==> config.mk <==
export PLATFORM = sky130hd
export DESIGN_NAME = vgp_port_config_regs
export DESIGN_NICKNAME = d
export VERILOG_FILES = /design/src/vgp_pkg.sv /design/src/vgp_addr_decode.sv /design/src/vgp_port_config_regs.sv
export SDC_FILE = /design/constraint.sdc
export NUM_CORES = 1
export LEC_CHECK = 0
export ABC_CLOCK_PERIOD_IN_PS = 1800
export BUFFER_PORTS_ARGS = -buffer_cell sky130_fd_sc_hd__buf_2
export CAP_MARGIN = 20
export CORE_UTILIZATION = 46
export DETAILED_ROUTE_END_ITERATION = 16
export GPL_TIMING_DRIVEN = 0
export MAX_ROUTING_LAYER = met4
export PLACE_DENSITY = 0.78
export SYNTH_ARGS = -nofsm -noshare
export SYNTH_HDL_FRONTEND = slang
export SYNTH_SLANG_ARGS = --single-unit
==> constraint.sdc <==
create_clock -name clk_in -period 1.8 [get_ports clk_in]
set_input_delay 0.36 -clock clk_in [delete_from_list [all_inputs] [get_ports clk_in]]
set_output_delay 0.36 -clock clk_in [all_outputs]
set_load 0.01 [all_outputs]
==> src/vgp_pkg.sv <==
`default_nettype none
// ****************************************************************************
// Shared constants for the port configuration register bank.
// ****************************************************************************
package vgp_pkg;
    // Register offsets within the board window (byte addresses).
    localparam logic [9:0] OFS_LINE_STATUS_A = 10'h101;
    localparam logic [9:0] OFS_PAGE_A        = 10'h109;
    localparam logic [9:0] OFS_LINE_STATUS_B = 10'h301;
    localparam logic [9:0] OFS_PAGE_B        = 10'h309;
    localparam logic [9:0] OFS_CONFIG_TWO_A  = 10'h105;
    localparam logic [9:0] OFS_CONFIG_TWO_B  = 10'h305;
    // Field positions inside config_two.
    localparam int BIT_SYS_CTRL  = 0;
    localparam int BIT_SOFT_RST  = 1;
    localparam int BIT_PRIV_ONLY = 2;
    // Values after reset.
    localparam logic [7:0] PAGE_RESET = 8'h00;
    localparam logic       SC_RESET   = 1'b0;
    // Register number codes used by the decoder.
    typedef enum logic [2:0] {
        VGP_SEL_NONE = 3'b000,
        VGP_SEL_STAT = 3'b001,
        VGP_SEL_PAGE = 3'b010,
        VGP_SEL_CFG  = 3'b011
    } vgp_sel_e;
endpackage
`default_nettype wire

==> src/vgp_addr_decode.sv <==
`timescale 1ns/1ps
`default_nettype none
// ****************************************************************************
// Address decoder: splits a board offset into a port and a register.
// ****************************************************************************
module vgp_addr_decode (
    // Address in.
    input  wire logic [9:0]       addr_in,
    // Decoded target.
    output logic                  port_b_out,
    output vgp_pkg::vgp_sel_e     sel_out
);
    // The two ports share low offsets; bit 9 picks the port.
    always_comb begin
        port_b_out = addr_in[9];
        case ({1'b0, addr_in[8:0]})
            vgp_pkg::OFS_LINE_STATUS_A: sel_out = vgp_pkg::VGP_SEL_STAT;
            vgp_pkg::OFS_PAGE_A:        sel_out = vgp_pkg::VGP_SEL_PAGE;
            vgp_pkg::OFS_CONFIG_TWO_A:  sel_out = vgp_pkg::VGP_SEL_CFG;
            default:                    sel_out = vgp_pkg::VGP_SEL_NONE;
        endcase
    end
endmodule // vgp_addr_decode
`default_nettype wire

==> src/vgp_port_config_regs.sv <==
`timescale 1ns/1ps
`default_nettype none
// Contract
// - privileged_access_only 1 means supervisor cycles only.
// - Privilege bit loads jumper value on reset.
// - Soft reset clears own port, shared if jumper.
// - board_soft_reset bit drives internal reset level.
// - SYSRESET forces the same local reset.
// - system_controller_select 1 makes port controller.
// - Controller select cleared by any reset.
// - Page drives upper address during extended DMA.
// - One page register shared by both ports.
// - Per-port read-only status from chip pins.
// - Status read on D7-D0, active high.
// - Status valid only where transceiver observes.
// - config_two write-only, per-port offset.
module vgp_port_config_regs (
    // Clock and reset.
    input  wire logic       clk_in,
    input  wire logic       arst_n_in,
    // Board jumpers and SYSRESET.
    input  wire logic       privilege_default_jumper_in,
    input  wire logic       common_reset_jumper_in,
    input  wire logic       sysreset_n_in,
    // Register access port.
    input  wire logic [9:0] addr_in,
    input  wire logic       ds_in,
    input  wire logic       write_in,
    input  wire logic       supervisor_in,
    input  wire logic [7:0] wdata_in,
    output logic      [7:0] rdata_out,
    output logic            rdata_oe_out,
    output logic            dtack_out,
    // Line status pins per port.
    input  wire logic [7:0] bus_line_status_a_in,
    input  wire logic [7:0] bus_line_status_b_in,
    // DMA address drive.
    input  wire logic       extended_mode_in,
    input  wire logic       dma_addr_drive_in,
    output logic      [7:0] upper_address_out,
    output logic            upper_address_oe_out,
    // Control outputs.
    output logic            privileged_access_only_out,
    output logic            system_controller_select_a_out,
    output logic            system_controller_select_b_out,
    output logic            port_reset_a_out,
    output logic            port_reset_b_out,
    output logic            common_reset_out
);
    // ************************************************************************
    // Decode.
    // ************************************************************************
    logic              port_b;     // Target port.
    vgp_pkg::vgp_sel_e sel;        // Target register.

    vgp_addr_decode u_dec (
        .addr_in    (addr_in),
        .port_b_out (port_b),
        .sel_out    (sel)
    );

    // Cycles only take effect on a strobe edge, so a held strobe writes once.
    logic ds_q;                    // Strobe from the previous cycle.
    logic strobe;                  // Leading edge of the data strobe.
    logic access_ok;               // Privilege check passes.
    logic priv;                    // Supervisor-only flag.
    // The gate reads the internal bit, not the output flop, so a write that sets
    // supervisor-only already refuses the very next user cycle.
    // privilege gate
    assign access_ok = supervisor_in || !priv;
    assign strobe    = ds_in && !ds_q && access_ok;

    // ************************************************************************
    // Register state.
    // ************************************************************************
    logic       next_priv;
    logic [1:0] sc;                // System controller select, per port.
    logic [1:0] next_sc;
    logic [1:0] soft_rst;          // Soft reset bit, per port.
    logic [1:0] next_soft_rst;
    logic [7:0] page;              // Shared upper address page.
    logic [7:0] next_page;
    logic       strap_done;        // Jumper caught after reset release.
    logic       next_strap_done;
    logic       sys_rst;           // SYSRESET active.
    logic [1:0] port_rst;          // Effective per-port reset.

    // SYSRESET is taken as synchronous and does the same work as the soft reset bits.
    // sysreset forces reset
    assign sys_rst = !sysreset_n_in;
    assign port_rst[0] = soft_rst[0] || sys_rst;
    assign port_rst[1] = soft_rst[1] || sys_rst;

    // Next-state for the configuration and page registers.
    always_comb begin
        next_priv       = priv;
        next_sc         = sc;
        next_soft_rst   = soft_rst;
        next_page       = page;
        next_strap_done = 1'b1;
        // The jumper is read on the first edge after reset and on every SYSRESET,
        // so moving it while the board runs has no effect until the next reset.
        // jumper default load
        if (!strap_done || sys_rst) begin
            next_priv = privilege_default_jumper_in;
        end
        if (sys_rst) begin
            next_sc       = {2{vgp_pkg::SC_RESET}};
            next_soft_rst = 2'b00;
        end else if (strobe && write_in) begin
            if (sel == vgp_pkg::VGP_SEL_CFG) begin
                // Bits 7 to 3 belong to functions outside this block and are dropped.
                // reserved bits ignored
                next_priv = wdata_in[vgp_pkg::BIT_PRIV_ONLY];
                next_soft_rst[port_b] = wdata_in[vgp_pkg::BIT_SOFT_RST];
                next_sc[port_b] = wdata_in[vgp_pkg::BIT_SYS_CTRL];
            end
            if (sel == vgp_pkg::VGP_SEL_PAGE) begin
                next_page = wdata_in;
            end
        end
        if (soft_rst[0]) begin
            next_sc[0] = vgp_pkg::SC_RESET;
        end
        if (soft_rst[1]) begin
            next_sc[1] = vgp_pkg::SC_RESET;
        end
    end

    // Register the configuration state.
    always_ff @(posedge clk_in or negedge arst_n_in) begin
        if (!arst_n_in) begin
            priv       <= 1'b1;
            sc         <= {2{vgp_pkg::SC_RESET}};
            soft_rst   <= 2'b00;
            page       <= vgp_pkg::PAGE_RESET;
            strap_done <= 1'b0;
            ds_q       <= 1'b0;
        end else begin
            priv       <= next_priv;
            sc         <= next_sc;
            soft_rst   <= next_soft_rst;
            page       <= next_page;
            strap_done <= next_strap_done;
            ds_q       <= ds_in;
        end
    end

    // ************************************************************************
    // Read path and outputs.
    // ************************************************************************
    logic [7:0] next_rdata;
    logic       next_rdata_oe;
    logic       next_dtack;
    logic       next_common;
    logic [7:0] next_upper;
    logic       next_upper_oe;

    // A write to the status register is acknowledged but has no effect, and a read
    // of a write-only register is acknowledged with the data pins left undriven.
    // Outputs are registered so every pin comes straight from a flop.
    always_comb begin
        next_rdata    = 8'h00;
        next_rdata_oe = 1'b0;
        next_dtack    = 1'b0;
        if (ds_in && access_ok && sel != vgp_pkg::VGP_SEL_NONE) begin
            next_dtack = 1'b1;
            if (!write_in && sel == vgp_pkg::VGP_SEL_STAT) begin
                next_rdata    = port_b ? bus_line_status_b_in : bus_line_status_a_in;
                next_rdata_oe = 1'b1;
            end
        end
        next_common   = sys_rst || (common_reset_jumper_in && (soft_rst != 2'b00));
        // The page only reaches the bus while the DMA engine owns the address lines;
        // elsewhere the pins read zero and the enable stays low.
        // page onto upper address
        next_upper_oe = extended_mode_in && dma_addr_drive_in;
        next_upper    = next_upper_oe ? page : 8'h00;
    end

    // Register the outputs.
    always_ff @(posedge clk_in or negedge arst_n_in) begin
        if (!arst_n_in) begin
            rdata_out                      <= 8'h00;
            rdata_oe_out                   <= 1'b0;
            dtack_out                      <= 1'b0;
            upper_address_out              <= 8'h00;
            upper_address_oe_out           <= 1'b0;
            privileged_access_only_out     <= 1'b1;
            system_controller_select_a_out <= 1'b0;
            system_controller_select_b_out <= 1'b0;
            port_reset_a_out               <= 1'b1;
            port_reset_b_out               <= 1'b1;
            common_reset_out               <= 1'b1;
        end else begin
            rdata_out                      <= next_rdata;
            rdata_oe_out                   <= next_rdata_oe;
            dtack_out                      <= next_dtack;
            upper_address_out              <= next_upper;
            upper_address_oe_out           <= next_upper_oe;
            privileged_access_only_out     <= priv;
            system_controller_select_a_out <= sc[0];
            system_controller_select_b_out <= sc[1];
            port_reset_a_out               <= port_rst[0];
            port_reset_b_out               <= port_rst[1];
            common_reset_out               <= next_common;
        end
    end
endmodule // vgp_port_config_regs
`default_nettype wire

-- Word-level counts from Yosys, hierarchy flattened
Cells that the tools add are included.
- word-level logic and storage cells: 81
- bits of input ports: 44
- bits in registers: 40
- output and inout bits: 25
- mux-type cells: 24
- reductions and logical operators: 25
- equality and inequality tests: 12
- magnitude comparators: 2
- operator list (cell ; number):
    $mux W8 ; 4
    $eq A9 B9 Y1 const B ; 3
    $mux W2 ; 6
    $ne A3 B1 Y1 const B ; 4
    $mux W1 ; 10
    $logic_and A1 B1 Y1 ; 9
    $eq A3 B2 Y1 const B ; 2
    $pmux W2 S3 ; 1
    $reduce_and A2 Y1 ; 3
    $logic_not A1 Y1 ; 5
    $logic_or A1 B1 Y1 ; 5
    $bwmux W2 ; 2
    $ne A2 B1 Y1 const B ; 2
    $eq A3 B1 Y1 const B ; 1
    $reduce_and A3 Y1 ; 1
    $reduce_bool A3 Y1 ; 1
    $lt A1 B2 Y1 const B ; 1
    $reduce_bool A2 Y1 ; 1
    $demux W1 S1 ; 1
    $ge A1 B1 Y1 const B ; 1

-- Longest topological paths before layout
- depth in word-level cells: 9
- depth in mapped cells: 5
- depth with buffers taken out: 4

-- Cells and area by module
Synthesis repeated with hierarchy kept, for this count alone.
- cell total of the unflattened synthesis: 116
- area total of the unflattened synthesis: 1579.0 µm²
- by module, submodules not included (module ; cells each ; area an instance (µm²) ; seq. area each (µm²) ; times used):
    vgp_port_config_regs ; 108 ; 1508.9 ; 1007.2 ; 1
    vgp_addr_decode ; 8 ; 70.1 ; 0.0 ; 1

-- Least setup slack after synthesis
No wires, ideal clock.
- path type: input-to-reg
- start point: in addr_in[5]
- end point: reg page[0]
- stages on the path: 5
- path buffers: 1
- setup time: 0.125 ns
- required time: 1.675 ns
- arrival: 1.561 ns
- path slack: 0.114 ns
- cells stage by stage: nor4_4 -> nand3_2 -> or3_1 -> buf_6 -> mux2_4
- word-level cells in the longest chain between the ends: 4
- elaborated cells on any way between the ends: 6
- classes of those cells: 4 x eq/ne; 1 x mux; 1 x reduce/logical
- RTL lines (item ; line ; source):
    start, declared ; vgp_port_config_regs.sv:26 ; input wire logic [9:0] addr_in,
    $eq A9 B9 Y1 ; vgp_addr_decode.sv:16 ; case ({1'b0, addr_in[8:0]})
    $pmux W2 S3 (*) ; vgp_addr_decode.sv:16 ;
    $eq A3 B2 Y1 (*) ; vgp_port_config_regs.sv:118 ; if (sel == vgp_pkg::VGP_SEL_PAGE) begin
    $reduce_and A3 Y1 (no line) (*) ; n/a ;
    end signal, assigned ; vgp_port_config_regs.sv:136 ; page <= vgp_pkg::PAGE_RESET;
    end signal, assigned ; vgp_port_config_regs.sv:143 ; page <= next_page;
    end, declared ; vgp_port_config_regs.sv:81 ; logic [7:0] page;
Mark *: on every way between the ends. The rest lies on a longest branch, timed or not.
A chain may end at the register's enable or synchronous reset.

-- Worst setup path after layout
Ends and elaborated chain as after synthesis.

==> metrics <==
Synth area leader dfrtp_1; post-synth cell types 26; cell with the most instances after synthesis dfrtp_1; Synth top area share about 57%; Pwr Density ~770 nW/um2; clk sinks 40; Post-CTS Resized 0; root buffer selected by CTS clkbuf_4; hold_ws approximately 0.12 ns; status finished, final reports clean; htree depth 2; DRT Pass-1 Iters 4; fill cell count 265; Post-Route Utilization 64.16%; Max Used Layer met4; synthesized instance count 112; pin count of the biggest net entering global routing 41; Slew @ Worst Pin 0.8559 ns; Area after DPL approximately 1900 um2; Clk Latency, worst-skew pair about 0.33 ns; Wirelength per Cell ~12 um; top post-synthesis cells by area dfrtp_1 (57%), dfstp_2 (8.5%), mux2_4 (7.8%); number of remaining DRC errors 0; metal3 WL roughly 190 um; f_max about 640 MHz; critical path type input port to register; Final nets 231; # diodes 0; relative slew slack between 40% and 50%; Cell Count, Final, Fillers Out approximately 230; setup violators final 0; DR vias 1130; top_reg_cell synth dfrtp_1; drt first-iter violations 34; Worst Path Max Fanout 8; Pleak roughly 0.0012 uW; vias per cell slightly below 5; WL met2 about 1400 um; Post-synth top cells dfrtp_1 (35), mux2i_1 (9), and3_1 (8), mux2_4 (8), nor2_1 (8); DIE AREA roughly 3600 um2; total power ~1500 uW; Syn Area/Cell approximately 14 um2; max_cap viols 0; CTS tree done; peak supply drop 0.0004208 V; period utilisation layout a little under 90%; final count of hold timing violations 0; first-pass GRT wire length roughly 4700 um; num ports around 70; Area growth syn-to-layout 30.09%; I/O Buffers 68; placer congestion estimate 0.7815; clock skew approximately 0.0073 ns; max-slew violations 0; overall global routing resource usage 19.12%; metal1 wirelength 1163 um; number of global-route vias before repair between 1000 and 1500; Chip Width ~60 um; Syn Nets 156; Post-synth EDFFs 0; Yosys reg bits 40; cts bufs inserted 5; dpl cells 224; worst hold path type input port to asynchronous set/reset pin; hold_buf cts 0; Clk pin slew, worst setup/hold paths approximately 0.11 ns; share of cells above drive strength 1 between 40% and 50%; crit path DAT 1.78 ns; Final Critical Period between 1.5 and 2 ns; hpwl dp about 2100 um; cell area after layout about 2000 um2; Post-CTS Setup Repair Bufs 0; remaining antenna violation count 0; Ys Warns 0; core area between 3000 and 4000 um2; cell area after synthesis ~1500 um2; initial antenna violation count 0; wirelength, routed about 2900 um; asr flop ratio synth 100.0%; CP Launch Type input port; # rows 20; critical path data required time 2.02 ns; Die Y 59.91 um; nature of the critical path endpoint register; register area share after synthesis about two thirds; RSZ-0062 raised after global routing no; starting density of the core between 40% and 50%; GR Overflow Total 0; Bufs on Longest Clock Path 2
[placed cells by master (no fill, tap or decap), types with 2 or more instances in the layout]
| cell type | netlist | routed |
|---|---|---|
| a21oi_1 | 5 | 5 |
| and3_1 | 8 | 8 |
| buf_2 | 0 | 68 |
| clkbuf_1 | 2 | 3 |
| clkbuf_4 | 0 | 5 |
| clkbuf_8 | 0 | 2 |
| dfrtp_1 | 35 | 35 |
| dfstp_2 | 5 | 5 |
| inv_1 | 4 | 4 |
| mux2_4 | 8 | 8 |
| mux2i_1 | 9 | 9 |
| nand2b_1 | 4 | 4 |
| nand3_1 | 4 | 4 |
| nor2_1 | 8 | 8 |
| o21ai_0 | 6 | 6 |
[report_power, final]
group          switching, uW  internal, uW
sequential              4.56           915
combinational           63.9          56.1
clock                    266           230
total                    334          1200
[critical path, stage by stage]
cell	delay (ns)
buf_2	0.11
nor4_4	0.34
nand3_2	0.14
or3_1	0.37
buf_6	0.16
mux2_4	0.30
[registers in the layout (all words and copies together), names as in the netlist, 2 cells and up]
name and count:
upper_address_out 8, rdata_out 8, sc 2, soft_rst 2
page 8
[per-layer routing]
layer  GRT usage [%]  vias up
met5               -        -
met4           9.967        0
met3           5.844        9
met2           33.17       58
met1           19.18      527
li1                -      536
[per-stage QoR]
stage,setup WS [ns],TNS [ns]
floorplan,0.1141,0
global placement,-0.06713,-0.5301
detailed placement,-0.1107,-0.8482
CTS,0.2359,0
global route,0.1660,0
finish,0.2442,0
[layout make-up]
class,count,area (um2),share of cell area [%]
buffer,3,18.77,0.9352
sequential,40,1007,50.19
timing repair buffer,68,340.3,16.96
inverter,4,15.01,0.7481
tap,44,55.05,2.743
multi-input combinational,65,501.7,25.00
clock buffer,8,68.82,3.429
[final timing paths]
| path | slack (ns) | cells past startpoint | start | to |
|---|---|---|---|---|
| max reg2reg | 0.24 | 5 | priv$_DFF_PN1_ | page[0]$_DFFE_PN0P_ |
| min in group clk_in | 0.13 | 1 | ds_in | ds_q$_DFF_PN0_ |
| max in group asynchronous | 1.14 | 1 | arst_n_in | upper_address_out[6]$_DFF_PN0_ |
| max | 0.24 | 6 | addr_in[5] | page[0]$_DFFE_PN0P_ |
| min | 0.12 | 1 | arst_n_in | soft_rst[0]$_DFFE_PN0P_ |
| min reg2reg | 0.38 | 0 | sc[0]$_DFFE_PN0P_ | system_controller_select_a_out$_DFF_PN0_ |
[cell families after synthesis]
kind of cell           count (synthesis)  share of synthesized area [%]
flip-flops                            40                          65.29
buffers and inverters                  7                          2.190
multiplexers                          17                          13.63
other                                  1                         0.2431
AO/OA/AOI/OAI                         12                          4.055
AND/OR/NAND/NOR                       35                          14.60
Note: power is estimated with default switching activity, not from simulation.
